===== config.mk =====
export PLATFORM = sky130hd
export DESIGN_NAME = iaa_top
export DESIGN_NICKNAME = d
export VERILOG_FILES = /design/src/hdl/iaa_pkg.sv /design/src/hdl/iaa_arbiter.sv /design/src/hdl/iaa_bus_mon.sv /design/src/hdl/iaa_top.sv
export SDC_FILE = /design/constraint.sdc
export NUM_CORES = 1
export LEC_CHECK = 0
export BUFFER_PORTS_ARGS = -buffer_cell sky130_fd_sc_hd__clkbuf_2
export CAP_MARGIN = 20
export CORE_UTILIZATION = 30
export DETAILED_ROUTE_END_ITERATION = 7
export GPL_ROUTABILITY_DRIVEN = 0
export PLACE_DENSITY_LB_ADDON = 0.12
export SYNTH_ARGS = -nofsm -noshare
export SYNTH_HDL_FRONTEND = slang
export SYNTH_HIERARCHICAL = 1
export SYNTH_SLANG_ARGS = --single-unit

===== constraint.sdc =====
create_clock -name sys_clk -period 3.2 [get_ports sys_clk]
set_input_delay 0.8 -clock sys_clk [delete_from_list [all_inputs] [get_ports sys_clk]]
set_output_delay 0.8 -clock sys_clk [all_outputs]
set_load 0.02 [all_outputs]

===== src/hdl/iaa_pkg.sv =====
/*
 * Shared constants and types of the interrupt acknowledge and
 * arbitration block. Assumes a single 10 MHz system clock.
 */
// How it works
// RL1 - reset sets integration unit arbitration field to F, modules to 0
// RL2 - integration unit field contends for external requests
// RL3 - contention runs on every acknowledge, even with one requester
// RL4 - cycle goes to the external bus only if integration unit wins
// RL5 - no contender ends the acknowledge with a bus error
// RL6 - winning module drives its vector and internal termination
// RL7 - external device answers vector with size ack, or autovector
// RL8 - no external answer in time: bus error, spurious interrupt
// RL9 - chip-select matching enabled only after the cycle is forwarded
// RL10 - internal winner keeps chip selects silent and terminates itself
// RL11 - periodic timer level zero raises no request
// RL12 - same level in integration unit: timer first, then pins
// RL13 - processing starts only at instruction or exception boundary
// RL14 - before acknowledge: stack state, set supervisor, clear trace
// RL15 - function code is 111 during acknowledge
// RL16 - address: bits 23..4 ones, 3..1 level, bit 0 one
// RL17 - acknowledged level latched into the priority mask field
// RL18 - a source contends only when address bits 3..1 match its level
// RL19 - zero winning value: bus error and spurious vector
// RL20 - autovector request gives vector derived from the level
// RL21 - vector becomes vector address loaded into program counter
// RL22 - values rank 1 lowest to 15 highest, highest wins
// RL23 - unique nonzero values give exactly one winner
package iaa_pkg;
    localparam int          NMOD        = 4;
    localparam logic [3:0]  ARB_IU_RST  = 4'hF;
    localparam logic [3:0]  ARB_MOD_RST = 4'h0;
    localparam logic [3:0]  ARB_NONE    = 4'h0;
    localparam logic [2:0]  FC_CPU      = 3'h7;
    localparam logic [19:0] ACK_ADDR_HI = 20'hFFFFF;
    localparam logic [2:0]  MASK_RST    = 3'h7;
    localparam logic [2:0]  LVL_OFF     = 3'h0;
    localparam logic [2:0]  LVL_NMI     = 3'h7;
    localparam logic [7:0]  SPUR_VEC    = 8'h18;
    localparam logic [7:0]  AUTO_BASE   = 8'h18;
    localparam int          CLK_NS      = 100;
    localparam int          BUS_MON_NS  = 6400;
    localparam int          BUS_MON_CYC = BUS_MON_NS / CLK_NS;
    localparam int          MON_W       = 7;

    typedef enum logic [2:0] {
        ST_IDLE, ST_STACK, ST_ACK, ST_ARB, ST_EXT, ST_VECT
    } iaa_state_e;

    // acknowledge cycle as seen on the bus
    typedef struct packed {
        logic        active;
        logic [2:0]  fc;
        logic [23:0] addr;
    } iaa_ack_s;

    // answer of an external device on a forwarded cycle
    typedef struct packed {
        logic       data_size_ack;
        logic       autovector_request;
        logic [7:0] data;
    } iaa_ext_s;

    // status register fields kept here
    typedef struct packed {
        logic       sup;
        logic       traceHigh;
        logic       traceLow;
        logic [2:0] mask;
    } iaa_sr_s;

    // internal module requests
    typedef struct packed {
        logic [NMOD-1:0][2:0] level;
        logic [NMOD-1:0][7:0] vec;
    } iaa_modreq_s;

    typedef struct packed {
        logic                    any;
        logic [3:0]              arb;
        logic                    iu;
        logic [$clog2(NMOD)-1:0] idx;
    } iaa_win_s;
endpackage


===== src/hdl/iaa_arbiter.sv =====
/*
 * Arbitration contention among internal modules and the integration
 * unit. Purely combinational; inputs stable during the contention cycle.
 */
`timescale 1ns/1ps
module iaa_arbiter
    import iaa_pkg::*;
(
    input  wire logic [2:0]            ackLevel,
    input  wire logic [NMOD-1:0][2:0]  modLevel,
    input  wire logic [NMOD-1:0][3:0]  modArb,
    input  wire logic [2:0]            iuLevel,
    input  wire logic [3:0]            iuArb,
    output iaa_win_s                   win
);
    always_comb begin
        win = '0;
        // integration unit contends for pins and timer
        if (iuLevel == ackLevel && iuLevel != LVL_OFF) begin // [RL2] [RL18]
            win.any = 1'b1;
            win.arb = iuArb;
            win.iu  = 1'b1;
        end
        for (int i = 0; i < NMOD; i++) begin
            if (modLevel[i] == ackLevel && modLevel[i] != LVL_OFF) begin // [RL18]
                // strict compare keeps first on a tie
                if (!win.any || modArb[i] > win.arb) begin // [RL22] [RL23]
                    win.any = 1'b1;
                    win.arb = modArb[i];
                    win.iu  = 1'b0;
                    win.idx = i[$clog2(NMOD)-1:0];
                end
            end
        end
    end
endmodule // iaa_arbiter


===== src/hdl/iaa_bus_mon.sv =====
/*
 * Bus monitor for forwarded acknowledge cycles. Counts while the cycle
 * is on the external bus and flags a timeout.
 */
`timescale 1ns/1ps
module iaa_bus_mon
    import iaa_pkg::*;
(
    input  wire logic sys_clk,
    input  wire logic rstn,
    input  wire logic run,
    output logic      timeout
);
    typedef struct packed {
        logic [MON_W-1:0] cnt;
    } iaa_mon_s;

    iaa_mon_s s_q;
    iaa_mon_s s_d;

    localparam logic [MON_W-1:0] LAST = MON_W'(BUS_MON_CYC - 1);

    assign timeout = run && s_q.cnt == LAST; // [RL8]

    always_comb begin
        s_d = s_q;
        if (!run || timeout) begin
            s_d.cnt = '0;
        end else begin
            s_d.cnt = s_q.cnt + MON_W'(1);
        end
    end

    always_ff @(posedge sys_clk or negedge rstn) begin
        if (!rstn) begin
            s_q <= '0;
        end else begin
            s_q <= s_d;
        end
    end
endmodule // iaa_bus_mon


===== src/hdl/iaa_top.sv =====
/*
 * Interrupt acknowledge sequencer: recognition, state save, CPU space
 * acknowledge cycle, contention, termination and vector fetch address.
 * Assumes all inputs synchronous to sys_clk.
 */
`timescale 1ns/1ps
module iaa_top
    import iaa_pkg::*;
(
    input  wire logic                    sys_clk,
    input  wire logic                    resetn,
    input  wire logic                    boundary,
    input  wire logic [7:1]              irqPin_n,
    input  wire logic [2:0]              periodicIrqLevel,
    input  wire logic                    ptTick,
    input  wire logic [7:0]              ptVec,
    input  wire iaa_modreq_s             modReq,
    input  wire logic                    arbWr,
    input  wire logic [2:0]              arbSel,
    input  wire logic [3:0]              arbData,
    input  wire logic                    srWr,
    input  wire iaa_sr_s                 srIn,
    input  wire iaa_ext_s                ext,
    input  wire logic [23:0]             vbr,
    output iaa_ack_s                     ack,
    output iaa_sr_s                      sr,
    output logic                         saveState,
    output logic                         extForward,
    output logic                         csEvalEn,
    output logic                         dataSizeAckInt,
    output logic                         busError,
    output logic                         spurious,
    output logic [7:0]                   dataOut,
    output logic                         dataOe,
    output logic [NMOD-1:0]              modAck,
    output logic [23:0]                  vecAddr,
    output logic                         pcLoad
);
    typedef struct packed {
        iaa_state_e           st;
        logic [2:0]           lvl;
        iaa_sr_s              sr;
        logic [3:0]           iuArb;
        logic [NMOD-1:0][3:0] modArb;
        logic                 ptPend;
        logic [7:1]           pinA;
        logic [7:1]           pinB;
        iaa_ack_s             ack;
        logic                 fwd;
        logic                 data_size_ack;
        logic                 bus_error_signal;
        logic                 spur;
        logic [7:0]           vec;
        logic [7:0]           dout;
        logic                 dOe;
        logic [NMOD-1:0]      modAck;
        logic [23:0]          vecAddr;
        logic                 pcLoad;
    } iaa_main_s;

    iaa_main_s  s_q;
    iaa_main_s  s_d;
    logic [1:0] rstSh_q;
    logic       rstn;
    logic [2:0] pinLvl;
    logic [2:0] iuLvl;
    logic [2:0] pendLvl;
    iaa_win_s   win;
    logic       monTimeout;

    // highest set level of a one-hot-ish request vector
    function automatic logic [2:0] topLevel(input logic [7:1] req);
        topLevel = LVL_OFF;
        for (int i = 1; i <= 7; i++) begin
            if (req[i]) begin
                topLevel = 3'(i);
            end
        end
    endfunction

    function automatic logic [2:0] maxLvl(input logic [2:0] a,
                                          input logic [2:0] b);
        maxLvl = (a > b) ? a : b;
    endfunction

    // reset release through two flops
    always_ff @(posedge sys_clk or negedge resetn) begin
        if (!resetn) begin
            rstSh_q <= 2'h0;
        end else begin
            rstSh_q <= {rstSh_q[0], 1'b1};
        end
    end
    assign rstn = rstSh_q[1];

    // pin requests valid after two consecutive low samples
    assign pinLvl = topLevel(s_q.pinA & s_q.pinB);
    assign iuLvl  = maxLvl(s_q.ptPend ? periodicIrqLevel : LVL_OFF,
                           pinLvl);
    always_comb begin
        pendLvl = iuLvl;
        for (int i = 0; i < NMOD; i++) begin
            pendLvl = maxLvl(pendLvl, modReq.level[i]);
        end
    end

    iaa_arbiter u_arb (
        .ackLevel (s_q.ack.addr[3:1]),
        .modLevel (modReq.level),
        .modArb   (s_q.modArb),
        .iuLevel  (iuLvl),
        .iuArb    (s_q.iuArb),
        .win      (win)
    );

    iaa_bus_mon u_mon (
        .sys_clk (sys_clk),
        .rstn    (rstn),
        .run     (s_q.fwd),
        .timeout (monTimeout)
    );

    always_comb begin
        s_d        = s_q;
        s_d.pinA   = ~irqPin_n;
        s_d.pinB   = s_q.pinA;
        s_d.pcLoad = 1'b0;
        if (arbWr) begin
            if (arbSel == 3'(NMOD)) begin
                s_d.iuArb = arbData;
            end else if (arbSel < 3'(NMOD)) begin
                s_d.modArb[arbSel[$clog2(NMOD)-1:0]] = arbData;
            end
        end
        if (srWr && s_q.st == ST_IDLE) begin
            s_d.sr = srIn;
        end
        case (s_q.st)
            ST_IDLE: begin
                if (boundary && pendLvl != LVL_OFF &&
                    (pendLvl > s_q.sr.mask || pendLvl == LVL_NMI)) begin // [RL13]
                    s_d.lvl = pendLvl;
                    s_d.st  = ST_STACK;
                end
            end
            ST_STACK: begin
                s_d.sr.sup       = 1'b1; // [RL14]
                s_d.sr.traceHigh = 1'b0; // [RL14]
                s_d.sr.traceLow  = 1'b0; // [RL14]
                s_d.ack.active   = 1'b1;
                s_d.ack.fc       = FC_CPU; // [RL15]
                s_d.ack.addr     = {ACK_ADDR_HI, s_q.lvl, 1'b1}; // [RL16]
                s_d.st           = ST_ACK;
            end
            ST_ACK: begin
                s_d.sr.mask = s_q.ack.addr[3:1]; // [RL17]
                s_d.st      = ST_ARB;
            end
            ST_ARB: begin
                // contention happens on every cycle
                if (!win.any || win.arb == ARB_NONE) begin // [RL3] [RL5] [RL19]
                    s_d.bus_error_signal = 1'b1;
                    s_d.spur = 1'b1;
                    s_d.vec  = SPUR_VEC;
                    s_d.st   = ST_VECT;
                end else if (!win.iu) begin
                    s_d.dout  = modReq.vec[win.idx]; // [RL6] [RL10]
                    s_d.dOe   = 1'b1;
                    s_d.data_size_ack = 1'b1;
                    s_d.vec   = modReq.vec[win.idx];
                    s_d.modAck[win.idx] = 1'b1;
                    s_d.st    = ST_VECT;
                end else if (s_q.ptPend &&
                             periodicIrqLevel == s_q.ack.addr[3:1]) begin // [RL12]
                    s_d.dout   = ptVec;
                    s_d.dOe    = 1'b1;
                    s_d.data_size_ack  = 1'b1;
                    s_d.vec    = ptVec;
                    s_d.ptPend = 1'b0;
                    s_d.st     = ST_VECT;
                end else begin
                    s_d.fwd = 1'b1; // [RL4] [RL9]
                    s_d.st  = ST_EXT;
                end
            end
            ST_EXT: begin
                // external device answers, or the bus monitor times out
                if (ext.data_size_ack) begin // [RL7]
                    s_d.vec = ext.data;
                    s_d.fwd = 1'b0;
                    s_d.st  = ST_VECT;
                end else if (ext.autovector_request) begin // [RL20]
                    s_d.vec = AUTO_BASE + {5'h0, s_q.lvl};
                    s_d.fwd = 1'b0;
                    s_d.st  = ST_VECT;
                end else if (monTimeout) begin // [RL8]
                    s_d.bus_error_signal = 1'b1;
                    s_d.spur = 1'b1;
                    s_d.vec  = SPUR_VEC;
                    s_d.fwd  = 1'b0;
                    s_d.st   = ST_VECT;
                end
            end
            ST_VECT: begin
                s_d.vecAddr = vbr + {14'h0, s_q.vec, 2'h0}; // [RL21]
                s_d.pcLoad  = 1'b1; // [RL21]
                s_d.ack     = '0;
                s_d.data_size_ack   = 1'b0;
                s_d.bus_error_signal    = 1'b0;
                s_d.spur    = 1'b0;
                s_d.dOe     = 1'b0;
                s_d.modAck  = '0;
                s_d.st      = ST_IDLE;
            end
            default: begin
                s_d.st = ST_IDLE;
            end
        endcase
        // timer tick sets, and wins over the clear above
        if (ptTick && periodicIrqLevel != LVL_OFF) begin // [RL11]
            s_d.ptPend = 1'b1;
        end
        if (periodicIrqLevel == LVL_OFF) begin // [RL11]
            s_d.ptPend = 1'b0;
        end
    end

    always_ff @(posedge sys_clk or negedge rstn) begin
        if (!rstn) begin
            s_q           <= '0;
            s_q.st        <= ST_IDLE;
            s_q.sr.sup    <= 1'b1;
            s_q.sr.mask   <= MASK_RST;
            s_q.iuArb     <= ARB_IU_RST; // [RL1]
            s_q.modArb    <= {NMOD{ARB_MOD_RST}}; // [RL1]
        end else begin
            s_q <= s_d;
        end
    end

    assign ack            = s_q.ack;
    assign sr             = s_q.sr;
    assign saveState      = s_q.st == ST_STACK; // [RL14]
    assign extForward     = s_q.fwd;
    assign csEvalEn       = s_q.fwd; // [RL9] [RL10]
    assign dataSizeAckInt = s_q.data_size_ack;
    assign busError       = s_q.bus_error_signal;
    assign spurious       = s_q.spur;
    assign dataOut        = s_q.dout;
    assign dataOe         = s_q.dOe;
    assign modAck         = s_q.modAck;
    assign vecAddr        = s_q.vecAddr;
    assign pcLoad         = s_q.pcLoad;
endmodule // iaa_top


# Word level (Yosys, flattened, before mapping)
# Cells that the tools add are included.
op_classes:
  n_addsub: 3
  order_cmp: 15
  n_eq_ne: 28
  n_mux: 73
  bitwise: 5
  n_reduce_logical: 56
op_table:
  columns: ["cell", "count"]
  rows:
  - ["8-bit 2-to-1 mux", 12]
  - ["3-bit 2-to-1 mux", 19]
  - ["28-bit case mux with 2 select lines", 1]
  - ["17-bit 2-to-1 mux", 2]
  - ["3-bit nonzero test", 11]
  - ["24-bit by 10-bit adder with 24-bit output", 1]
  - ["3-bit == test", 6]
  - ["3-bit > comparator", 6]
  - ["6-bit 2-to-1 mux", 3]
  - ["1-bit 2-to-1 mux", 17]
  - ["8-bit binary-select mux with 2-bit select", 1]
  - ["16-bit bitwise mux", 1]
  - ["4-bit > comparator", 4]
  - ["8-bit case mux with 2 select lines", 1]
  - ["3-bit case mux with 5 select lines", 1]
  - ["3-bit AND reduction", 5]
  - ["2-bit inequality test (second input constant)", 7]
  - ["1-bit logical AND", 13]
  - ["3-bit == test (second input constant)", 4]
  - ["10-bit 2-to-1 mux", 1]
  - ["5-bit case mux with 2 select lines", 1]
  - ["5-bit AND reduction", 2]
  - ["2-bit nonzero test", 5]
  - ["4-bit demux with 2-bit select", 1]
  - ["other kinds (30)", 55]
word_totals:
  register_bits: 134
  out_inout_bits: 78
  elab_cells: 209

# Depth between registers and ports, before layout
logic_depth:
  word_depth: 37
  depth_mapped: 46

# By module
# Netlist, hierarchy kept.
by_module_without_submodules:
  columns: ["mod", "instances", "cells_per_inst", "area_per_inst_um2", "seq_area_each_um2"]
  rows:
  - ["iaa_top", 1, 649, 6099.6, 2537.4]
  - ["iaa_arbiter", 1, 131, 1108.6, 0.0]
  - ["iaa_bus_mon", 1, 28, 302.8, 175.2]

# Worst setup path after synthesis
# Ideal clock, no wire load.
synth_timing:
  kind: "input port to flip-flop"
  start: "in periodicIrqLevel[1]"
  end: "reg s_q[41] in the netlist's numbering"
  arrival_ns: 8.953
  setup_slack_ns: -5.893
  stages: 42
  n_path_buf: 2
  cell_sequence: "nand2_1 -> inv_1 -> ha_1 -> nor2b_1 -> o211ai_1 -> mux2i_2 -> xor2_2 -> nor4_4 -> nand2_1 -> ha_1 -> nor2b_1 -> o211a_1 -> o21ai_0 -> a21oi_4 -> a21oi_1 -> ha_1 -> nor2b_1 -> o211ai_1 -> [... 6 more ...] -> o21ai_0 -> a21oi_1 -> nor2_1 -> nor2_1 -> a2bb2oi_1 -> ha_1 -> nor2b_1 -> o211ai_1 -> a21oi_1 -> o21bai_2 -> buf_6 -> o21ai_0 -> buf_1 -> mux4_2 -> mux2i_1 -> nand3_1 -> o21ai_0 -> o21ai_0"
synth_lines:
  columns: ["item", "line", "text"]
  rows:
  - ["start, declared", "iaa_top.sv:14", "input wire logic [2:0] periodicIrqLevel,"]
  - ["end, declared", "iaa_top.sv:61", "iaa_main_s s_q;"]

==> impl_results.md <==
- Setup-failing EPs final: 28
- Worst setup SP type: flip-flop
- Hold Buf Count CTS: 0
- Status: finished, violations left
- Area inside the core boundary: between 20,000 and 25,000 um2
- Final cell area excluding filler cells: between 10,000 and 15,000 um2
- Most frequently used flop master after synthesis: dfrtp_1
- Die height: 160.2 um
- Number of placed cells counting well taps: approximately 1,400
- Vias after detailed routing: 6,652
- Violated checks: negative setup slack
- Post-route non-filler standard cell count: approximately 1,400
- Clock root cell: clkbuf_16
- Layout filler cell count: 2,468
- Netlist Area Pre-Place: 7511 um2
- Number of nets still failing antenna checks after routing: 0
- Number of standard cells after synthesis: 808
- Netlist cell types: 86
- Number of synthesized flops with an enable pin: 0
- Aggregate negative setup slack: -143.02 ns
- Setup repair after global routing missed its margin: yes
- Share of the synthesized area in the top cell type: 33.32%
- Worst slack after detailed placement: -5.651 ns
- Clock slew at reported path FFs: 0.08 ns
- Die boundary width: 160.2 um
- Per-cell routed wire length: 15.70 um
- Avg Vias per Cell: 4.652
- Number of global-route vias before repair: 6,514
- Final Cycle Share: 265.5%
- Critical path start-end classification: flip-flop to flip-flop
- Number of register bits inferred by synthesis: 108
- TritonCTS clock tree: yes
- Remaining global-route overflow: 0
- Commonest non-fill, non-tap cell in the layout: clkbuf_2
- Sequential share of the synthesized area: between 30 and 40%
- Worst clock skew: roughly 0.017 ns
- Req. time, crit path: around 3.5 ns
- Count of maximum capacitance violations: 0
- Max-slew violation total from the final report: 0
- Synthesis Warnings: 6
- Peak ir drop on the vdd network: 0.0003130 V
- Cell with the biggest individual delay on the critical path: o41a_1
- Combined global-route utilization of all metal layers: 17.34%
- Top area cells in the synthesized netlist: dfrtp_1, buf_4, ha_1
- Tightest Pin Transition: 0.7758 ns
- Clock buffers created by TritonCTS: 9
- Number of buffers inserted by port buffering: between 150 and 200
- PnR Total Power: 10.78 mW
- TritonCTS sink count: 108
- Hold WC Path Type: input pin to async pin
- DRT Wirelength: 22.46 mm
- Fin util: roughly 44%
- First-pass iteration count of the detailed router: 4
- Clock latency on the worst-skew pair: between 0.3 and 0.4 ns
- Highest-count cells in the layout ignoring fill and taps: clkbuf_2, buf_4, dfrtp_1
- Count of nets after finishing: ~1,300
- Highest cell delay on the worst timing path: 0.46 ns
- Area delta synth->final: 43.26%
- Remaining DRCs: 0
- Wire length of the first global-routing pass: ~35 mm
- Nets in the synthesized netlist: 967
- Min Clock Period, post-route: 8.496 ns
- Area post-placement: 9483 um2
- Tightest hold margin: 0.2107 ns
- Leakage power figure: 5.181 nW
- Number of hold violations in the final report: 0
- Starting density of the core: between 30% and 40%
- Initial antenna violation count: 1
- # IOs: 193
- Async set-reset flop share out of synthesis: 100.0%
- Die area: 25,670 um2
- Fraction of layout instances using a drive strength above 1: about 50%
- Max Clock Freq: 117.7 MHz
- Rows: 57
- Crit path setup slack, layout: -5.296 ns
- Post-detail-place hpwl: 17.35 mm
- Pin count of the biggest net entering global routing: 41
- Worst Setup End Kind: flip-flop
- Library cell with the largest summed area after synthesis: dfrtp_1
- Mean instance size in the synthesized netlist: around 9.3 um2
- Critical path data arrival time: 8.76 ns
- CTS max path bufs: 2
- H-tree levels: 3
- Number of DRC markers after the initial detailed-route iteration: 209
- Worst relative slew slack: 47.57%
- Total power density per cell area: around 1000 nW/um2
- Max FO, Critical Path: 5
-- final timing paths --
check                      slack, ns                   end  cells after the start            startpoint
max                            -5.30  s_q[122]$_DFFE_PN0P_                     45     s_d[82]$_DFF_PN0_
min                             0.21  rstSh_q[1]$_DFF_PN0_                      1                resetn
max reg2reg                    -5.30  s_q[122]$_DFFE_PN0P_                     45     s_d[82]$_DFF_PN0_
min reg2reg                     0.26   s_q[41]$_DFFE_PN0P_                      0  rstSh_q[1]$_DFF_PN0_
max in group asynchronous       2.13     sr[0]$_DFFE_PN1P_                      1  rstSh_q[1]$_DFF_PN0_
min in group sys_clk            0.37  rstSh_q[1]$_DFF_PN0_                      0  rstSh_q[0]$_DFF_PN0_
-- layout make-up --
type                    instances  area (um2)  share of cell area, %
clock buffers                   9       225.2                  2.093
clock inverters                 7       77.57                 0.7209
flip-flops and latches        108        2716                  25.24
repair buffers                374        2487                  23.12
well taps                     324       405.4                  3.767
multi-input cells             563        4681                  43.50
diodes                          1       2.502                0.02326
inverters                      44       165.2                  1.535
-- synth_stat cells, types with 7 or more instances --
master	n
mux4_2	8
nor2b_1	12
inv_1	43
o21ai_0	66
dfrtp_1	100
xor2_1	27
o31ai_1	7
mux2i_1	17
o211ai_1	13
xnor2_1	10
buf_4	73
ha_1	43
a31oi_1	8
nor2_1	54
a21oi_1	37
dfstp_2	8
nor3_1	9
nand3_1	15
clkbuf_1	14
nand2_1	100
mux2_2	21
-- registers in the layout, summed over array words and instances (netlist names) --
signal and cells:
vecAddr 24, dataOut 8, rstSh_q 2, ack 4, modAck 4, s_d 7, csEvalEn 1, busError 1
u_mon/s_q 7, pcLoad 1, dataSizeAckInt 1, sr 6, s_q 42
-- kinds of logic (layout without fill, tap and decap cells) --
family                   Yosys count  after routing  synth area share (%)
AO/OA/AOI/OAI                    193            193                 17.41
adder cells (fa/ha/maj)           44             44                 7.430
flip-flops                       108            108                 36.12
buffers and inverters            137            434                 10.81
AND/OR/NAND/NOR                  239            239                 15.51
multiplexers                      48             48                 8.146
other                              1              2               0.04993
XOR/XNOR                          38             38                 4.531
-- layer usage --
metal  global-route usage (%)  part of all wire (%)  vias up
met5                        0                     0        -
met4                    4.632                  0.94        0
met3                    2.442                   3.1       16
met2                    28.99                    49      123
met1                    23.34                    47     3163
li1                         -                     -     3350
-- worst max-delay path: cells and delay by family (launching register included) --
| family | cells | cell delay, ns |
|---|---|---|
| AOI/OAI and AO/OA | 20 | 3.59 |
| and+or+nand+nor | 13 | 1.97 |
| muxes | 2 | 0.49 |
| adders and majority gates | 5 | 1.31 |
| xor gates and xnor gates | 1 | 0.12 |
| DFF | 1 | 0.40 |
| buffers and inverters | 4 | 0.53 |
-- report_power, final --
part           total [mW]  leakage [nW]  switching (mW)  internal, mW
Combinational        7.34          3.74            3.81          3.53
Clock                1.15         0.144           0.595         0.556
Sequential           2.29          1.30           0.426          1.86
-- repair_timing --
item / in CTS / in global routing
endpoints found under the setup margin: 28 / 28
setup buffers: 34 / 16
gates resized for setup: 38 / 93
gates cloned: 1 / 2
pin swaps: 34 / 54
(Power assumes the default switching activity.)
